**config.mk**
```make
export PLATFORM = sky130hd
export DESIGN_NAME = ipf_pwm_top
export DESIGN_NICKNAME = d
export VERILOG_FILES = /design/src/ipf_pkg.sv /design/src/ipf_timebase.sv /design/src/ipf_sample_avg.sv /design/src/ipf_pwm_top.sv
export SDC_FILE = /design/constraint.sdc
export NUM_CORES = 1
export LEC_CHECK = 0
export BUFFER_PORTS_ARGS = -buffer_cell sky130_fd_sc_hd__buf_2
export CAP_MARGIN = 20
export CELL_PAD_IN_SITES_DETAIL_PLACEMENT = 1
export CELL_PAD_IN_SITES_GLOBAL_PLACEMENT = 1
export CORE_UTILIZATION = 30
export CTS_CLUSTER_SIZE = 16
export DETAILED_ROUTE_END_ITERATION = 8
export PLACE_DENSITY_LB_ADDON = 0.05
export SYNTH_ARGS = -nofsm -noshare
export SYNTH_HDL_FRONTEND = slang
export SYNTH_SLANG_ARGS = --single-unit
```
**constraint.sdc**
```tcl
create_clock -name clk -period 3.4 [get_ports clk]
set_clock_uncertainty 0.15 [all_clocks]
set_input_delay 1.02 -clock clk [delete_from_list [all_inputs] [get_ports clk]]
set_output_delay 1.02 -clock clk [all_outputs]
set_load 0.03 [all_outputs]
```
**src/ipf_pkg.sv**
```systemverilog
// shared constants for the interleaved pfc pwm and conversion trigger block
package ipf_pkg;

  // ==========================================================
  // clocking and time base
  localparam int SYS_CLK_HZ   = 60000000;               // time base tick rate
  localparam int PWM_FREQ_HZ  = 200000;                 // switching frequency
  localparam int PWM_TICKS    = SYS_CLK_HZ / PWM_FREQ_HZ; // ticks per period (300)
  localparam int CNT_W        = 8;
  localparam logic [CNT_W-1:0] PRD_VALUE = CNT_W'(PWM_TICKS / 2); // up-down peak 150
  localparam int NUM_TB       = 4;

  // ==========================================================
  // event rates
  localparam int FAST_HZ      = 100000;
  localparam int VLOOP_HZ     = 50000;
  localparam int SLOW_HZ      = 10000;
  localparam logic [4:0] SLOW_DIV = 5'(PWM_FREQ_HZ / SLOW_HZ); // periods per slow event

  // ==========================================================
  // auxiliary compare values, time base index 0..3 in 8-bit lanes
  localparam logic [NUM_TB*CNT_W-1:0] TB_CMPA = {8'h14, 8'h00, 8'h28, 8'h00};
  localparam logic [NUM_TB*CNT_W-1:0] TB_COMPARE_B_VALUE = {8'h46, 8'h3c, 8'h50, 8'h00};
  localparam int NUM_SOC      = 8;
  localparam int AVG_N        = 8;
  localparam int AVG_SHIFT    = 3;

  // ==========================================================
  // sample formats
  localparam int ADC_W        = 12;
  localparam int Q_W          = 32;
  localparam int Q_FRAC       = 24;

  // ==========================================================
  // register map, byte addresses
  localparam logic [7:0] REG_CTRL   = 8'h00;
  localparam logic [7:0] REG_DUTY   = 8'h04;
  localparam logic [7:0] REG_STATUS = 8'h08;
  localparam logic [7:0] REG_OVP    = 8'h0c;
  localparam logic [7:0] REG_IAVG   = 8'h10;
  localparam logic [7:0] REG_VRECT  = 8'h14;
  localparam logic [7:0] REG_VBUS   = 8'h18;

  // field positions and reset values
  localparam int CTRL_RUN_BIT   = 0;
  localparam int CTRL_BUILD_LSB = 2;
  localparam logic [1:0] BUILD_RESET = 2'h1;
  localparam logic [ADC_W-1:0] OVP_RESET = 12'he00;
  localparam int STAT_TRIP_BIT  = 0;
  localparam int STAT_POS_BIT   = 1;
  localparam int STAT_DIR_BIT   = 2;
  localparam int STAT_CNT_LSB   = 16;

endpackage

```
**src/ipf_timebase.sv**
```systemverilog
// up-down time base counter with zero, period and compare events
`timescale 1ns/1ps
module ipf_timebase
  import ipf_pkg::*;
#(
  parameter int W = CNT_W
) (
  input  wire logic         clk,
  input  wire logic         rst_n,
  input  wire logic         run,
  input  wire logic [W-1:0] period,
  input  wire logic [W-1:0] cmpa,
  input  wire logic [W-1:0] compare_b_value,
  output logic      [W-1:0] count,
  output logic              dir_down,
  output logic              ev_zero,
  output logic              ev_prd,
  output logic              ev_cmpa_up,
  output logic              ev_cmpa_dn,
  output logic              ev_compare_b_value_up
);

  // ==========================================================
  // counter: reverse at period and at zero
  logic [W-1:0] next_count;
  logic         next_dir;
  wire          at_prd  = (count == period);
  wire          at_zero = (count == '0);

  always_comb begin
    next_count = count;
    next_dir   = dir_down;
    if (!run) begin
      next_count = '0;
      next_dir   = 1'b0;
    end else if (!dir_down) begin
      if (at_prd) begin
        next_dir   = 1'b1;
        next_count = count - 1'b1;
      end else begin
        next_count = count + 1'b1;
      end
    end else if (at_zero) begin
      next_dir   = 1'b0;
      next_count = count + 1'b1;
    end else begin
      next_count = count - 1'b1;
    end
  end

  always_ff @(posedge clk or negedge rst_n) begin
    if (!rst_n) begin
      count    <= '0;
      dir_down <= 1'b0;
    end else begin
      count    <= next_count;
      dir_down <= next_dir;
    end
  end

  // ==========================================================
  // event decode, each one tick wide per pass
  assign ev_zero    = run & at_zero;
  assign ev_prd     = run & at_prd;
  assign ev_cmpa_up = run & !dir_down & (count == cmpa);
  assign ev_cmpa_dn = run & dir_down & (count == cmpa);
  assign ev_compare_b_value_up = run & !dir_down & (count == compare_b_value);

  chk_peak_turn: assert property (@(posedge clk) disable iff (!rst_n)
    run && at_prd && !dir_down |=> run -> (count == period - 1'b1) && dir_down)
    else $error("time base did not turn at period");

endmodule

```
**src/ipf_sample_avg.sv**
```systemverilog
// current sample scaling to q24 and eight-sample average
`timescale 1ns/1ps
module ipf_sample_avg
  import ipf_pkg::*;
(
  input  wire logic             clk,
  input  wire logic             rst_n,
  input  wire logic             sample_valid,
  input  wire logic [ADC_W-1:0] sample,
  output logic      [Q_W-1:0]   avg_q24,
  output logic                  avg_done
);

  // ==========================================================
  // accumulate eight results, then divide by shifting
  logic [ADC_W+AVG_SHIFT-1:0] acc;
  logic [AVG_SHIFT-1:0]       idx;
  wire  [ADC_W+AVG_SHIFT-1:0] sum_now = acc + (AVG_SHIFT+ADC_W)'(sample);
  wire                        last    = (idx == AVG_SHIFT'(AVG_N - 1));
  wire  [ADC_W-1:0]           mean    = sum_now[ADC_W+AVG_SHIFT-1:AVG_SHIFT];

  always_ff @(posedge clk or negedge rst_n) begin
    if (!rst_n) begin
      acc      <= '0;
      idx      <= '0;
      avg_q24  <= '0;
      avg_done <= 1'b0;
    end else begin
      avg_done <= sample_valid & last;
      if (sample_valid) begin
        idx <= idx + 1'b1;
        acc <= last ? '0 : sum_now;
        if (last) begin
          avg_q24 <= {{(Q_W-Q_FRAC){1'b0}}, mean, {(Q_FRAC-ADC_W){1'b0}}};
        end
      end
    end
  end

  chk_avg_format: assert property (@(posedge clk) disable iff (!rst_n)
    avg_done |-> avg_q24[Q_W-1:Q_FRAC] == '0 && avg_q24[Q_FRAC-ADC_W-1:0] == '0)
    else $error("average not in q24 form");

  chk_avg_eight: assert property (@(posedge clk) disable iff (!rst_n)
    avg_done |-> $past(idx) == AVG_SHIFT'(AVG_N - 1) && $past(sample_valid))
    else $error("average closed on wrong sample count");

  cov_avg_done: cover property (@(posedge clk) disable iff (!rst_n) avg_done);

endmodule

```
**src/ipf_pwm_top.sv**
```systemverilog
// interleaved pfc gate drive, conversion triggers, event rates and apb registers
`timescale 1ns/1ps
// Summary of operation
// gate drive switches at 200 kHz
// one count per clock, 300 per period
// up-down base with peak 150
// output A drives switch one, B two
// current conversion at each on-pulse middle
// eight current samples per 10 us window; the triggers give seven current samples plus one dummy per 5 us period
// eight samples averaged for current loop
// voltage conversions start while switch is on
// four time bases make all triggers
// fast event at half the pwm rate
// 10 kHz slow event, fast event preempts
// current loop 100 kHz, voltage loop 50 kHz
// 12-bit results become q24 32-bit values
// detect half cycle, make rectified voltage
// operator picks build stage 1, 2 or 3; the two-bit field also accepts 0 and is only stored and read back
// second phase shifted 180 degrees
// fast event on base two compare-b up
// shadow duty loads at main zero
// bus overvoltage forces outputs low till reset
// counter turns at period and at zero
module ipf_pwm_top
  import ipf_pkg::*;
#(
  parameter logic [ADC_W-1:0] OVP_CODE_DEF = OVP_RESET
) (
  input  wire logic             clk,
  input  wire logic             rst_n,
  input  wire logic             psel,
  input  wire logic             penable,
  input  wire logic             pwrite,
  input  wire logic [7:0]       paddr,
  input  wire logic [31:0]      pwdata,
  output logic      [31:0]      prdata,
  output logic                  pready,
  output logic                  pslverr,
  input  wire logic             cur_valid,
  input  wire logic [ADC_W-1:0] cur_sample,
  input  wire logic             volt_valid,
  input  wire logic [ADC_W-1:0] line_voltage_sense,
  input  wire logic [ADC_W-1:0] neutral_voltage_sense,
  input  wire logic [ADC_W-1:0] bus_voltage_sense,
  output logic                  phase_one_gate_out,
  output logic                  phase_two_gate_out,
  output logic      [NUM_SOC-1:0] soc_trig,
  output logic                  fast_control_event,
  output logic                  voltage_loop_event,
  output logic                  slow_measure_event,
  output logic                  positive_half,
  output logic      [CNT_W-1:0] main_timebase_count
);

  // ==========================================================
  // register state
  logic             run;
  logic [1:0]       build_stage_select;
  logic [CNT_W-1:0] duty_shadow;
  logic [CNT_W-1:0] duty_act;
  logic [ADC_W-1:0] ovp_code;
  logic             trip;
  logic [Q_W-1:0]   vrect_q24;
  logic [Q_W-1:0]   vbus_q24;
  logic [Q_W-1:0]   iavg_q24;
  logic             avg_done;

  // ==========================================================
  // four time bases
  logic [NUM_TB*CNT_W-1:0] aux_timebase_counts;
  logic [NUM_TB-1:0] tb_dir, tb_zero, tb_prd, tb_au, tb_ad, tb_bu;

  genvar g;
  generate
    for (g = 0; g < NUM_TB; g++) begin : g_tb
      ipf_timebase #(.W(CNT_W)) u_tb (
        .clk        (clk),
        .rst_n      (rst_n),
        .run        (run),
        .period     (PRD_VALUE),
        .cmpa       (TB_CMPA[g*CNT_W +: CNT_W]),
        .compare_b_value       (TB_COMPARE_B_VALUE[g*CNT_W +: CNT_W]),
        .count      (aux_timebase_counts[g*CNT_W +: CNT_W]),
        .dir_down   (tb_dir[g]),
        .ev_zero    (tb_zero[g]),
        .ev_prd     (tb_prd[g]),
        .ev_cmpa_up (tb_au[g]),
        .ev_cmpa_dn (tb_ad[g]),
        .ev_compare_b_value_up (tb_bu[g])
      );
    end
  endgenerate

  assign main_timebase_count = aux_timebase_counts[CNT_W-1:0];
  wire main_zero = tb_zero[0];

  // ==========================================================
  // shadow duty transfer at main zero
  always_ff @(posedge clk or negedge rst_n) begin
    if (!rst_n) begin
      duty_act <= '0;
    end else if (main_zero) begin
      duty_act <= duty_shadow;
    end
  end

  // ==========================================================
  // gate drive: A centred on zero, B centred on period
  wire gate_ok     = run & !trip;
  wire next_gate_a = gate_ok & (main_timebase_count < duty_act);
  wire next_gate_b = gate_ok & (main_timebase_count > PRD_VALUE - duty_act);

  always_ff @(posedge clk or negedge rst_n) begin
    if (!rst_n) begin
      phase_one_gate_out <= 1'b0;
      phase_two_gate_out <= 1'b0;
    end else begin
      phase_one_gate_out <= next_gate_a;
      phase_two_gate_out <= next_gate_b;
    end
  end

  // ==========================================================
  // start-of-conversion triggers; 4 is the dummy conversion
  wire [NUM_SOC-1:0] next_soc = {tb_bu[3], tb_au[3], tb_bu[2], tb_zero[2],
                                 tb_ad[1], tb_au[1], tb_prd[0], tb_zero[0]};

  always_ff @(posedge clk or negedge rst_n) begin
    if (!rst_n) begin
      soc_trig <= '0;
    end else begin
      soc_trig <= gate_ok ? next_soc : '0;
    end
  end

  // ==========================================================
  // event rates: fast every second base-two compare-b match
  logic       fast_phase;
  logic       vloop_phase;
  logic [4:0] slow_cnt;
  logic       slow_pending;
  // slow tick shares the base-two match, so a clash with the fast event defers it
  wire        fast_hit  = tb_bu[1] & fast_phase;
  wire        slow_tick = tb_bu[1] & (slow_cnt == SLOW_DIV - 5'h1);
  wire        slow_want = slow_tick | slow_pending;
  wire        slow_fire = slow_want & !fast_hit;

  always_ff @(posedge clk or negedge rst_n) begin
    if (!rst_n) begin
      fast_phase         <= 1'b0;
      vloop_phase        <= 1'b0;
      slow_cnt           <= '0;
      slow_pending       <= 1'b0;
      fast_control_event <= 1'b0;
      voltage_loop_event <= 1'b0;
      slow_measure_event <= 1'b0;
    end else begin
      if (tb_bu[1]) fast_phase <= !fast_phase;
      if (fast_hit) vloop_phase <= !vloop_phase;
      if (tb_bu[1]) slow_cnt <= slow_tick ? '0 : slow_cnt + 5'h1;
      slow_pending       <= slow_want & fast_hit;
      fast_control_event <= fast_hit;
      voltage_loop_event <= fast_hit & vloop_phase;
      slow_measure_event <= slow_fire;
    end
  end

  // ==========================================================
  // voltage samples: polarity, rectification, q24 scaling
  wire              line_hi  = line_voltage_sense >= neutral_voltage_sense;
  wire [ADC_W-1:0]  rect_raw = line_hi ? line_voltage_sense - neutral_voltage_sense
                                       : neutral_voltage_sense - line_voltage_sense;
  localparam int PAD_HI = Q_W - Q_FRAC;
  localparam int PAD_LO = Q_FRAC - ADC_W;

  always_ff @(posedge clk or negedge rst_n) begin
    if (!rst_n) begin
      positive_half <= 1'b0;
      vrect_q24     <= '0;
      vbus_q24      <= '0;
    end else if (volt_valid) begin
      positive_half <= line_hi;
      vrect_q24     <= {{PAD_HI{1'b0}}, rect_raw, {PAD_LO{1'b0}}};
      vbus_q24      <= {{PAD_HI{1'b0}}, bus_voltage_sense, {PAD_LO{1'b0}}};
    end
  end

  // ==========================================================
  // overvoltage trip, cleared only by reset
  wire ov_seen = volt_valid & (bus_voltage_sense > ovp_code);

  always_ff @(posedge clk or negedge rst_n) begin
    if (!rst_n) begin
      trip <= 1'b0;
    end else if (ov_seen) begin
      trip <= 1'b1;
    end
  end

  // ==========================================================
  // current oversampling average
  ipf_sample_avg u_avg (
    .clk          (clk),
    .rst_n        (rst_n),
    .sample_valid (cur_valid),
    .sample       (cur_sample),
    .avg_q24      (iavg_q24),
    .avg_done     (avg_done)
  );

  // ==========================================================
  // apb slave: read data captured in setup, ready in access
  wire setup    = psel & !penable;
  wire access   = psel & penable;
  wire hit_ctrl = (paddr == REG_CTRL);
  wire hit_duty = (paddr == REG_DUTY);
  wire hit_stat = (paddr == REG_STATUS);
  wire hit_ovp  = (paddr == REG_OVP);
  wire hit_iavg = (paddr == REG_IAVG);
  wire hit_vrec = (paddr == REG_VRECT);
  wire hit_vbus = (paddr == REG_VBUS);
  wire mapped   = hit_ctrl | hit_duty | hit_stat | hit_ovp | hit_iavg | hit_vrec | hit_vbus;
  wire wr_en    = access & pwrite & mapped;

  logic [31:0] rd_mux;
  always_comb begin
    rd_mux = '0;
    if (hit_ctrl) begin
      rd_mux[CTRL_RUN_BIT] = run;
      rd_mux[CTRL_BUILD_LSB +: 2] = build_stage_select;
    end
    if (hit_duty) rd_mux[CNT_W-1:0] = duty_shadow;
    if (hit_stat) begin
      rd_mux[STAT_TRIP_BIT] = trip;
      rd_mux[STAT_POS_BIT]  = positive_half;
      rd_mux[STAT_DIR_BIT]  = tb_dir[0];
      rd_mux[STAT_CNT_LSB +: CNT_W] = main_timebase_count;
    end
    if (hit_ovp)  rd_mux[ADC_W-1:0] = ovp_code;
    if (hit_iavg) rd_mux = iavg_q24;
    if (hit_vrec) rd_mux = vrect_q24;
    if (hit_vbus) rd_mux = vbus_q24;
  end

  assign pready  = access;
  assign pslverr = access & !mapped;

  always_ff @(posedge clk or negedge rst_n) begin
    if (!rst_n) begin
      prdata <= '0;
    end else if (setup & !pwrite) begin
      prdata <= rd_mux;
    end
  end

  // register writes take effect at the access edge
  always_ff @(posedge clk or negedge rst_n) begin
    if (!rst_n) begin
      run                <= 1'b0;
      build_stage_select <= BUILD_RESET;
      duty_shadow        <= '0;
      ovp_code           <= OVP_CODE_DEF;
    end else if (wr_en) begin
      if (hit_ctrl) begin
        run                <= pwdata[CTRL_RUN_BIT];
        build_stage_select <= pwdata[CTRL_BUILD_LSB +: 2];
      end
      if (hit_duty) duty_shadow <= pwdata[CNT_W-1:0];
      if (hit_ovp)  ovp_code    <= pwdata[ADC_W-1:0];
    end
  end

  // ==========================================================
  // checks; fast_gap saturates until the first fast event after run rises
  logic [9:0] fast_gap;
  always_ff @(posedge clk or negedge rst_n) begin
    if (!rst_n) fast_gap <= 10'h3ff;
    else if (!run) fast_gap <= 10'h3ff;
    else if (fast_control_event) fast_gap <= '0;
    else if (fast_gap != 10'h3ff) fast_gap <= fast_gap + 10'h1;
  end

  chk_period_span: assert property (@(posedge clk) disable iff (!rst_n || !run)
    main_zero |-> ##300 (main_timebase_count == '0))
    else $error("pwm period is not 300 ticks");

  chk_fast_rate: assert property (@(posedge clk) disable iff (!rst_n)
    fast_control_event && fast_gap != 10'h3ff |->
      fast_gap == 10'(2 * PWM_TICKS - 1))
    else $error("fast event spacing is not two periods");

  chk_fast_source: assert property (@(posedge clk) disable iff (!rst_n)
    fast_control_event |-> $past(tb_bu[1]) && $past(aux_timebase_counts[2*CNT_W-1:CNT_W])
      == TB_COMPARE_B_VALUE[2*CNT_W-1:CNT_W])
    else $error("fast event not from base two compare-b");

  chk_slow_yield: assert property (@(posedge clk) disable iff (!rst_n)
    slow_tick && fast_hit |=> !slow_measure_event ##1 slow_measure_event)
    else $error("slow event not deferred behind fast event");

  chk_shadow_load: assert property (@(posedge clk) disable iff (!rst_n)
    $changed(duty_act) |-> $past(main_zero))
    else $error("active duty changed away from zero");

  chk_trip_hold: assert property (@(posedge clk) disable iff (!rst_n)
    trip |=> trip && !phase_one_gate_out && !phase_two_gate_out)
    else $error("gates not held low after trip");

  chk_gate_mid: assert property (@(posedge clk) disable iff (!rst_n)
    soc_trig[0] && $past(duty_act) != '0 |-> phase_one_gate_out)
    else $error("current conversion outside phase one on time");

  chk_iavg_update: assert property (@(posedge clk) disable iff (!rst_n)
    $changed(iavg_q24) |-> avg_done)
    else $error("current average changed without eight samples");

  chk_phase_two: assert property (@(posedge clk) disable iff (!rst_n)
    soc_trig[1] && duty_act != '0 |-> phase_two_gate_out && !phase_one_gate_out ||
      duty_act > PRD_VALUE / 2)
    else $error("phase two not centred on period");

  chk_rect_sign: assert property (@(posedge clk) disable iff (!rst_n)
    $past(volt_valid) |-> positive_half ==
      ($past(line_voltage_sense) >= $past(neutral_voltage_sense)))
    else $error("half cycle polarity wrong");

  cov_fast_event: cover property (@(posedge clk) disable iff (!rst_n) fast_control_event);
  cov_vloop_event: cover property (@(posedge clk) disable iff (!rst_n) voltage_loop_event);
  cov_slow_event: cover property (@(posedge clk) disable iff (!rst_n) slow_measure_event);
  cov_trip: cover property (@(posedge clk) disable iff (!rst_n) $rose(trip));

endmodule

```
---- Word level (Yosys, flattened, before mapping) ----
Index checks and enable logic that the tools add are counted.
cells by class
  mux-type cells .......................... 45
  $add $sub $neg .......................... 14
  order comparisons ....................... 4
  bitwise operators ....................... 35
  equality and inequality tests ........... 17
  shift operators ......................... 0
  reduce and logical (&&, ||, !) cells .... 19
  divide/modulo/power cells ............... 0
  multipliers ............................. 0
operators with widths
  cell                                                                   count
  8-bit 2-to-1 mux                                                       19
  32-bit 2-to-1 mux                                                      2
  8-bit logical NOT                                                      5
  8-bit by 1-bit adder with 8-bit output, second input constant          4
  8-bit by 5-bit equality test with 1-bit output, second input constant  4
  8-bit equality test, second input constant                             4
  8-bit by 1-bit subtractor with 8-bit output, second input constant     4
  1-bit bitwise AND                                                      28
  12-bit 2-to-1 mux                                                      2
  24-bit 2-to-1 mux                                                      1
  12-bit subtractor                                                      2
  1-bit 2-to-1 mux                                                       17
  8-bit by 4-bit equality test with 1-bit output, second input constant  2
  8-bit by 6-bit equality test with 1-bit output, second input constant  2
  8-bit by 7-bit equality test with 1-bit output, second input constant  2
  15-bit by 12-bit adder with 15-bit output                              1
  15-bit 2-to-1 mux                                                      1
  12-bit greater-or-equal comparator                                     1
  12-bit greater-than comparator                                         1
  1-bit logical NOT                                                      10
  8-bit by 3-bit equality test with 1-bit output, second input constant  1
  8-bit greater-than comparator                                          1
  8-bit < comparator                                                     1
  2-bit AND reduction                                                    4
  9 further kinds                                                        15
storage, ports and cells
  flip-flop bits (word level) ............. 176
  memory bits (read-only) ................. 0
  output and inout port bits .............. 56
  memories kept ........................... 0
  input bits .............................. 95
  logic and storage cells ................. 165
  bits in latches ......................... 0
  RAM bits ................................ 0

---- Longest topological paths before layout ----
Gate-level depths: netlist (run 1).
  depth after elaboration ................. 9
  mapped depth ............................ 12
  depth with buffers taken out ............ 10

---- By module ----
A second synthesis (run 1) with hierarchy kept.
unflattened totals
  cell total of the unflattened synthesis .. 1354
  area, all modules ....................... 12954.9 um^2
modules (own cells, without submodules)
  module                           times used  cells each  sequential area each (um^2)  area each (um^2)
  ipf_pwm_top                      1           666         2757.6                       6517.5
  ipf_timebase (g_tb[1].u_tb ...)  3           125         225.2                        1132.3
  ipf_sample_avg                   1           188         775.7                        1915.6
  ipf_timebase (g_tb[0].u_tb)      1           125         225.2                        1124.8

---- Least setup slack after synthesis (run 1) ----
No wires, ideal clock.
  path type ............................... input-to-output
  start point ............................. in paddr[3]
  end point ............................... out pslverr
  path slack .............................. -126 ps
  buffers on the path ..................... 2
  arrival time ............................ 2356 ps
  data required time ...................... 2230 ps
  stages on the path ...................... 4
  path through ............................ clkbuf_1 buf_2 nand3_1 a21boi_0
on the way
  cells in the longest elaborated chain, start to end .. 9
  elaborated cells on any way between the ends .. 15
  classes of those cells .................. eq/ne: 6; bitwise: 7; reduce/logical: 2
RTL lines
  element                                                                                     line                                    RTL
  from (decl)                                                                                 ipf_pwm_top.sv:34                       input wire logic [7:0] paddr,
  8-bit by 3-bit equality test with 1-bit output / 8-bit logical NOT (equally long branches)  ipf_pwm_top.sv:216, ipf_pwm_top.sv:215
  1-bit bitwise OR (5 in a row)                                                               ipf_pwm_top.sv:222                      wire mapped = hit_ctrl | hit_duty | hit_stat | hit_ovp | hit_iavg | hit_vrec | hit_vbus;
  1-bit bitwise OR (*)                                                                        ipf_pwm_top.sv:222
  1-bit logical NOT (*)                                                                       ipf_pwm_top.sv:246                      assign pslverr = access & !mapped;
  1-bit bitwise AND (*)                                                                       ipf_pwm_top.sv:246
  to (decl)                                                                                   ipf_pwm_top.sv:38                       output logic pslverr,
Every way passes the cells marked *; elsewhere a longest branch is shown, timed or not.

---- Final worst setup path (run 1) ----
  start point ............................. in cur_sample[0]
  end point ............................... reg u_avg.acc[12]
on the way
  cells in the longest elaborated chain, start to end .. 2
RTL lines
  element                                    line                  RTL
  from (decl)                                ipf_pwm_top.sv:40     input wire logic [ADC_W-1:0] cur_sample,
  15-bit by 12-bit adder with 15-bit output  ipf_sample_avg.sv:18  wire [ADC_W+AVG_SHIFT-1:0] sum_now = acc + (AVG_SHIFT+ADC_W)'(sample);
  15-bit 2-to-1 mux                          ipf_sample_avg.sv:32  acc <= last ? '0 : sum_now;
  to (signal assigned)                       ipf_sample_avg.sv:32
  to (decl)                                  ipf_sample_avg.sv:16  logic [ADC_W+AVG_SHIFT-1:0] acc;
No other way between the ends.
A chain may end at the register's enable or synchronous reset.

==> impl_metrics.csv, run 1 <==
group,metric,value,unit
drt,dr.pass1.iters,4,
synthesis,post-synth-top-count-cell,"dfrtp_1",
critical_path,arrival,3.41,ns
place,dp_hpwl,22.1,mm
drt,routedWlPerCell,17.3,um
global_route,grt_pass1_vias,8619,
global_route,grt_antenna_before_repair,0,
synthesis,synthesis.area,0.0105,mm^2
clock_network,clockBufferDepth,2,
global_route,globalRouteOverflowTotal,0,
critical_path,worst-r2r-setup-slack,0.49,ns
global_route,grtUsageMet2,0.286,
clock_network,cts.reportedPaths.clkPinSlew,0.07,ns
power_and_ir_drop,p_seq_frac,0.397,
place,portBuffers,122,
power_and_ir_drop,clockPowerShare,0.347,
sta,worst_slew_pin_slew,0.707,ns
drt,first_iter_violations,305,
power_and_ir_drop,power,6.03,mW
critical_path,critical_path.max_fanout,5,
die,rows,68,
sta,post-route-period-util,0.947,
power_and_ir_drop,peakVddDrop,0.355,mV
clock_network,cts_resized,0,
run_status,outcome,"completed",
power_and_ir_drop,sw_frac_of_total,0.328,
sta,final_hold_viol_count,0,
final_layout,syn_to_final_growth,19.2,%
synthesis,ys_ff_latch,168,
clock_network,numCtsBuffers,17,
global_route,grt.busiest_layer,"met2",
drt,drc,0,
power_and_ir_drop,switching_power,1.98,mW
synthesis,ys_warn_count,0,
global_route,grt_use_total,0.171,
clock_network,cts_tree,"built",
critical_path,critPathTopFamily,"compound AO/OA/AOI/OAI gates",
sta,rsz0062_at_grt,"no",
synthesis,async_reset_ff_frac,1.00,
synthesis,synth.distinct_cells,79,
synthesis,synthFlopType,"dfrtp_1",
synthesis,synth.top_cells.by_count,"164 x dfrtp_1, 82 x ha_1, 80 x inv_1",
synthesis,netlist_instances,1052,
final_layout,finalInstanceArea,0.0125,mm^2
synthesis,synth_edf_count,0,
drt,routed-via-count,8124,
synthesis,avgSynthCellArea,9.95,um^2
clock_network,post_cts_buffers,0,
critical_path,crit_path_end_kind,"register",
flow_run,drv_cap,0,
sta,setup_tns,0,ns
die,start_util,0.304,
synthesis,synth_area_leaders,"dfrtp_1 39%, ha_1 9.8%, mux2_2 4.3%",
critical_path,cp_slowest_cell,"fa_1",
global_route,grt_util_met3,0.0345,
drt,wirelength,29.0,mm
final_layout,layout-drive-gt1-share,0.242,
power_and_ir_drop,combinationalPowerShare,0.256,
place,placed_cell_area,0.0118,mm^2
critical_path,path_cells,"buf_2 > ha_1 > fa_1 > a21o_1 > a31o_2 > a2111oi_2 > buf_4 > o311a_1 > buf_4 > nor3_1 > a21o_1",
clock_network,cts-root-buf,"clkbuf_16",
die,core,0.0345,mm^2
synthesis,yosysTopAreaCellShare,0.392,
clock_network,cts_hold_buf,0,
sta,slew_headroom,0.529,
drt,ant_nets,0,
die,dieArea,0.0356,mm^2
die,die_h,189,um
global_route,grt_pass1_wl,47.5,mm
drt,vias_per_cell,4.86,
power_and_ir_drop,leakage,6.23,nW
sta,timing.fmax,311,MHz
final_layout,final_nets,1385,
final_layout,insertedDiodeCount,0,
critical_path,critPathRequiredTime,3.59,ns
sta,fin_crit,3.22,ns
critical_path,crit_buf_inv,3,
synthesis,synth_area_leader_cell,"dfrtp_1",
global_route,grt_util_met1,0.223,
critical_path,cp_slowest_stage_delay,0.42,ns
critical_path,path_class,"in -> reg",
clock_network,clock-sinks,168,
sta,final_max_slew_viol_count,0,
global_route,grt_max_degree,55,
die,ioPinCount,151,
sta,setup_viol,0,
clock_network,clkLatencyLatePin,0.45,ns
place,place.gp.congestion,0.811,
min_path,hold_path.class,"reg -> reg",
synthesis,ys_seq_area_frac,0.402,
clock_network,htree_levels,4,
power_and_ir_drop,powerDensity,483,mW/mm^2
power_and_ir_drop,p_int,4.05,mW
critical_path,start_kind,"input port",
die,die_w,189,um
-- per-stage QoR --
step	util	setup WS [ns]	std cells	hold WS, ns
finish	0.362	0.181	1673	0.317
global route	0.362	0.0790	1673	0.345
CTS	0.362	0.0938	1673	0.324
detailed placement	0.344	-0.372	1641	0.309
global placement	0.344	-0.396	1641	0.305
floorplan	-	0.0360	1059	0.289
-- registers in the layout (all words and copies together), names as in the netlist, 2 cells and up --
| name | count |
|---|---|
| soc_trig | 8 |
| g_tb.u_tb.count | 32 |
| g_tb.u_tb.dir_down | 4 |
| u_avg.avg_q24 | 12 |
| slow_cnt | 5 |
| prdata | 24 |
| vrect_q24 | 12 |
| vbus_q24 | 12 |
| u_avg.acc | 15 |
| build_stage_select | 2 |
| duty_act | 8 |
| u_avg.idx | 3 |
| duty_shadow | 8 |
| ovp_code | 12 |
-- final timing paths --
kind / startpoint / cells past startpoint / to
worst max register to register: u_avg.acc[0]$_DFFE_PN0P_ / 10 / u_avg.acc[12]$_DFFE_PN0P_
max in group asynchronous: rst_n / 2 / ovp_code[11]$_DFFE_PN1P_
worst max-delay path: cur_sample[0] / 11 / u_avg.acc[12]$_DFFE_PN0P_
worst min register to register: vloop_phase$_DFFE_PN0P_ / 1 / vloop_phase$_DFFE_PN0P_
min in group asynchronous: rst_n / 1 / g_tb[2].u_tb.count[6]$_DFF_PN0_
worst min-delay path: vloop_phase$_DFFE_PN0P_ / 1 / vloop_phase$_DFFE_PN0P_
-- placed cells by master, fill, tap and decap left out, types with 9 or more instances in the layout --
cell type,instances
buf_2,121
nand4_1,15
mux2_4,11
dfrtp_1,164
a21o_1,17
a221oi_1,12
clkbuf_16,17
ha_1,82
xor2_1,25
a21oi_1,51
nand3_1,18
xnor2_1,28
o21ai_0,55
nor3_1,19
nand2b_1,14
inv_1,80
o21a_1,9
mux2_2,40
a22o_1,12
nor2b_1,22
buf_4,56
nand2_1,69
and2_1,25
mux2i_1,18
o22ai_1,15
and3_1,16
nor2_1,64
o31ai_1,9
-- logic make-up after synthesis --
group                      count (synthesis)  synth area share
AOI/OAI and AO/OA                        227             0.147
xor gates and xnor gates                  53            0.0444
adders and majority gates                 85             0.104
buffers and inverters                    134            0.0592
DFF                                      168             0.402
muxes                                     72            0.0825
other                                      1          0.000358
and+or+nand+nor                          312             0.160
-- final cells by class --
class                           count  area [um^2]
Fill cell                        3961        22000
Multi-Input combinational cell    757         5670
Sequential cell                   168         4210
Timing Repair Buffer              181         1100
Tap cell                          455          569
Clock buffer                       17          425
Inverter                           80          300
Clock inverter                     15          200
-- metal layers --
| metal | routed length (um) | vias up |
|---|---|---|
| met4 | 407 | 0 |
| met1 | 13600 | 3998 |
| met2 | 14100 | 99 |
| met3 | 846 | 19 |
| li1 | - | 4008 |
| met5 | 0 | - |
-- worst register-to-register path, stage by stage, from the launching register on --
cell       delay (ns)
dfrtp_1          0.38
ha_1             0.21
fa_1             0.42
a21o_1           0.22
a31o_2           0.27
a2111oi_2        0.35
buf_4            0.17
o311a_1          0.29
buf_4            0.16
nor3_1           0.03
a21o_1           0.17
-- power groups by stage --
stage	Clock (mW)	Sequential, mW	Combinational, mW
detailed placement	0	2.44	1.56
global placement	0	2.43	1.53
global route	2.26	2.42	1.77
floorplan	0	2.37	1.04
finish	2.09	2.39	1.54
CTS	2.18	2.40	1.57
No activity file was read; power rests on OpenSTA's default activity.
==> inputs of run 2 (changes only) <==
RECOVER_POWER = 100   (was default)
==> impl_metrics.csv, run 2 (synthesized netlist as in run 1, its figures left out) <==
group,metric,value,unit
final_layout,layout_common_cells,"164 x dfrtp_1, 82 x ha_1, 80 x inv_1",
sta,worst_slew_pin_slew,1.66,ns
power_and_ir_drop,clockPowerShare,0.349,
clock_network,cts-root-buf,"clkbuf_16",
final_layout,top_register,"g_tb.u_tb.count",
die,dieArea,0.0356,mm^2
place,place_ws,-0.372,ns
sta,post-route-period-util,0.953,
sta,rsz0062_at_grt,"no",
min_path,hold_path.class,"reg -> reg",
power_and_ir_drop,sw_frac_of_total,0.329,
critical_path,cp_slowest_cell,"fa_1",
place,placed_cell_area,0.0118,mm^2
place,place_inst,1641,
critical_path,crit_buf_inv,3,
die,die_w,189,um
drt,dr.pass1.iters,5,
run_status,violations,"max-capacitance violations, max-slew violations",
place,portBuffers,122,
drt,wirelength,29.1,mm
die,core,0.0345,mm^2
global_route,grt_antenna_before_repair,0,
final_layout,final_nets,1385,
final_layout,finalInstanceArea,0.0123,mm^2
clock_network,numCtsBuffers,17,
clock_network,cts_hold_buf,0,
drt,ant_nets,0,
place,place.gp.congestion,0.811,
power_and_ir_drop,switching_power,1.98,mW
power_and_ir_drop,p_int,4.04,mW
global_route,grt_pass1_vias,8619,
clock_network,htree_levels,4,
critical_path,critPathTopFamily,"compound AO/OA/AOI/OAI gates",
sta,final_max_slew_viol_count,32,
final_layout,largest_reg_flops,32,
sta,timing.fmax,309,MHz
sta,timing.hold.ws,0.317,ns
clock_network,cts_resized,0,
clock_network,cts.reportedPaths.clkPinSlew,0.07,ns
sta,fin_crit,3.24,ns
critical_path,start_kind,"input port",
flow_run,drv_cap,2,
drt,routedWlPerCell,17.4,um
critical_path,critPathRequiredTime,3.59,ns
critical_path,path_class,"in -> reg",
final_layout,layout-drive-gt1-share,0.179,
drt,routed-via-count,8112,
final_layout,final_common_cell,"dfrtp_1",
run_status,outcome,"complete, but fails checks",
final_layout,insertedDiodeCount,0,
power_and_ir_drop,powerDensity,491,mW/mm^2
final_layout,syn_to_final_growth,17.1,%
clock_network,clkLatencyLatePin,0.46,ns
clock_network,cts_tree,"built",
power_and_ir_drop,combinationalPowerShare,0.254,
place,dp_hpwl,22.1,mm
power_and_ir_drop,peakVddDrop,0.357,mV
final_layout,post-route-util,0.356,
sta,final_hold_viol_count,0,
die,die_h,189,um
critical_path,crit_path_end_kind,"register",
final_layout,final_cells,1673,
die,start_util,0.304,
sta,final.setup.worst_slack,0.161,ns
global_route,globalRouteOverflowTotal,0,
clock_network,clock-sinks,168,
critical_path,cp_slowest_stage_delay,0.42,ns
drt,vias_per_cell,4.85,
drt,drc,0,
clock_network,clockBufferDepth,2,
critical_path,cpMostUsedCell,"a21o_1",
sta,setup_viol,0,
power_and_ir_drop,p_seq_frac,0.397,
clock_network,post_cts_buffers,0,
die,rows,68,
critical_path,path_cells,"buf_2 > ha_1 > fa_1 > a21o_1 > a31o_2 > a2111oi_2 > clkbuf_1 > o311a_1 > buf_4 > nor3_1 > a21o_1",
sta,slew_headroom,-0.109,
die,ioPinCount,151,
critical_path,arrival,3.43,ns
final_layout,reg_top3,"g_tb.u_tb.count x32, prdata x24, u_avg.acc x15",
final_layout,fillers,3981,
global_route,grt_max_degree,55,
global_route,grt_use_total,0.171,
critical_path,critical_path.max_fanout,5,
drt,first_iter_violations,317,
power_and_ir_drop,leakage,5.89,nW
global_route,grt_pass1_wl,47.5,mm
-- run 2: cell types whose count changed in the layout (fill, tap and decap cells not counted), sizes merged --
| cell | delta |
|---|---|
| buf | -64 |
| clkbuf | +64 |
-- run 2: worst paths after layout --
check	start	endpoint	slack, ns	cells after the start
min in group asynchronous	rst_n	g_tb[2].u_tb.count[6]$_DFF_PN0_	0.78	1
worst min-delay path	vloop_phase$_DFFE_PN0P_	vloop_phase$_DFFE_PN0P_	0.32	1
worst max-delay path	cur_sample[0]	u_avg.acc[12]$_DFFE_PN0P_	0.16	11
max in group asynchronous	rst_n	prdata[3]$_DFFE_PN0P_	0.62	2
worst max register to register	g_tb[1].u_tb.count[0]$_DFF_PN0_	slow_cnt[4]$_DFFE_PN0P_	0.41	9
worst min register to register	vloop_phase$_DFFE_PN0P_	vloop_phase$_DFFE_PN0P_	0.32	1
-- run 2: power groups by stage --
stage          clock network (mW)  logic, mW  registers, mW
2_1_floorplan                   0       1.04           2.37
3_3_place_gp                    0       1.53           2.43
5_1_grt                      2.26       1.75           2.42
3_5_place_dp                    0       1.56           2.44
6_report                     2.10       1.53           2.39
4_1_cts                      2.18       1.57           2.40
-- run 2: per-layer routing --
layer,track usage,vias to the layer above,share of wire
li1,-,4007,-
met1,0.223,3995,0.47
met2,0.286,93,0.49
met3,0.0345,17,0.030
met4,0.0468,0,0.013
met5,0,-,0
-- run 2: cell type report --
type,instances,area (um^2),share of cell area
clock buffer,17,425,0.0347
clock inverter,15,200,0.0163
inverter,80,300,0.0245
multi-input combinational,757,5570,0.454
sequential,168,4210,0.343
tap,455,569,0.0464
timing repair buffer,181,983,0.0802
-- run 2: metrics by stage --
step / setup TNS [ns] / power, mW
after floorplan: 0 / 3.41
after global placement: -2.50 / 3.97
after detailed placement: -2.41 / 4.00
after CTS: 0 / 6.14
after global routing: 0 / 6.43
final: 0 / 6.01
==> inputs of run 3 (changes only) <==
CORE_MARGIN = 4   (was default)
==> impl_metrics.csv, run 3 (synthesized netlist as in run 1, its figures left out) <==
group,metric,value,unit
run_status,outcome,"complete, but fails checks",
run_status,violations,"max-capacitance violations, max-slew violations",
min_path,min_path_cells,1,
final_layout,largest_reg_flops,32,
final_layout,final_nets,1386,
clock_network,clkLatencyLatePin,0.45,ns
clock_network,clockBufferDepth,2,
power_and_ir_drop,leakage,5.88,nW
power_and_ir_drop,powerDensity,484,mW/mm^2
global_route,grt_pass1_wl,48.7,mm
final_layout,top_register,"g_tb.u_tb.count",
drt,wirelength,29.7,mm
critical_path,worst-r2r-setup-slack,0.48,ns
die,core,0.0345,mm^2
die,dieArea,0.0379,mm^2
drt,first_iter_violations,265,
critical_path,crit_path_end_kind,"output pin",
place,dp_hpwl,23.0,mm
critical_path,critical_path.max_fanout,2,
die,ioPinCount,151,
critical_path,critPathRequiredTime,2.23,ns
critical_path,path_class,"in -> out",
drt,routedWlPerCell,17.7,um
final_layout,layout_common_cells,"164 x dfrtp_1, 82 x ha_1, 80 x inv_1",
die,start_util,0.304,
global_route,grt_antenna_before_repair,0,
power_and_ir_drop,peakVddDrop,0.344,mV
clock_network,clock-sinks,168,
sta,slew_headroom,-0.187,
final_layout,syn_to_final_growth,16.8,%
drt,routed-via-count,8166,
place,place.gp.congestion,0.774,
clock_network,cts-root-buf,"clkbuf_16",
clock_network,numCtsBuffers,17,
final_layout,final_cells,1674,
min_path,hold_path.class,"reg -> reg",
sta,post-route-period-util,0.952,
final_layout,fillers,3997,
final_layout,post-route-util,0.355,
sta,rsz0062_at_grt,"no",
sta,fin_crit,3.24,ns
critical_path,start_kind,"input port",
drt,drc,0,
clock_network,cts_tree,"built",
final_layout,layout-drive-gt1-share,0.179,
sta,final_hold_viol_count,0,
flow_run,drv_cap,3,
drt,dr.pass1.iters,6,
place,place_inst,1642,
die,die_h,195,um
global_route,grt_pass1_vias,8688,
sta,setup_viol,0,
sta,final_max_slew_viol_count,98,
final_layout,insertedDiodeCount,0,
global_route,grt_use_total,0.159,
place,portBuffers,122,
sta,worst_slew_pin_slew,1.78,ns
sta,timing.fmax,309,MHz
global_route,globalRouteOverflowTotal,0,
critical_path,arrival,2.07,ns
drt,vias_per_cell,4.88,
die,rows,68,
critical_path,r2r_cells,10,
clock_network,cts.reportedPaths.clkPinSlew,0.07,ns
final_layout,final_common_cell,"dfrtp_1",
clock_network,htree_levels,4,
global_route,grt_max_degree,67,
final_layout,reg_top3,"g_tb.u_tb.count x32, prdata x24, u_avg.acc x15",
drt,ant_nets,0,
die,die_w,195,um
## run 3: cell type report
class                      instances  area (um^2)  area share
clock buffer                      18          439      0.0359
multi-input combinational        757         5590       0.457
tap                              455          569      0.0466
sequential                       168         4210       0.344
timing repair buffer             182          963      0.0788
clock inverter                    14          150      0.0123
inverter                          80          300      0.0246
## run 3: path summary, 6_finish.rpt
| path | from | end |
|---|---|---|
| max | paddr[1] | pslverr |
| min in group asynchronous | rst_n | g_tb[2].u_tb.count[7]$_DFF_PN0_ |
| max in group asynchronous | rst_n | u_avg.avg_q24[22]$_DFFE_PN0P_ |
| min reg2reg | g_tb[2].u_tb.dir_down$_DFF_PN0_ | soc_trig[5]$_DFF_PN0_ |
| max reg2reg | u_avg.acc[0]$_DFFE_PN0P_ | u_avg.acc[10]$_DFFE_PN0P_ |
| min | g_tb[2].u_tb.dir_down$_DFF_PN0_ | soc_trig[5]$_DFF_PN0_ |
## run 3: repair_timing
item                       CTS  global route
resized for setup            0             1
hold buffers                 0             0
buffers inserted             0             0
setup endpoints to repair    0             2
## run 3: worst max-delay path, cell delays in order
cell,delay (ns)
buf_2,0.09
or4_1,0.53
nor2_1,0.15
a21boi_1,0.09
clkbuf_2,0.19
## run 3: where the power goes
group | switching (mW) | total (mW) | internal (mW) | leakage (nW)
Sequential | 0.158 | 2.38 | 2.22 | 2.22
Clock | 0.952 | 2.02 | 1.06 | 0.294
Combinational | 0.844 | 1.52 | 0.677 | 3.37
Total | 1.95 | 5.92 | 3.96 | 5.88
## run 3: through the flow
stage	worst slack [ns]	area (um^2)	TNS, ns	power, mW	hold WS (ns)
2_1_floorplan	0.0360	10500	0	3.41	0.289
3_3_place_gp	-0.417	11800	-2.76	3.95	0.305
3_5_place_dp	-0.344	11800	-2.39	3.98	0.312
4_1_cts	0.125	12400	0	6.03	0.326
5_1_grt	0.0303	12200	0	6.34	0.357
6_report	0.162	12200	0	5.92	0.322
## run 3: metal layers
| layer | share of wire | up-vias | GRT usage |
|---|---|---|---|
| li1 | - | 4012 | - |
| met1 | 0.47 | 4041 | 0.209 |
| met2 | 0.49 | 95 | 0.270 |
| met3 | 0.029 | 18 | 0.0357 |
| met4 | 0.0093 | 0 | 0.0331 |
| met5 | 0 | - | 0 |
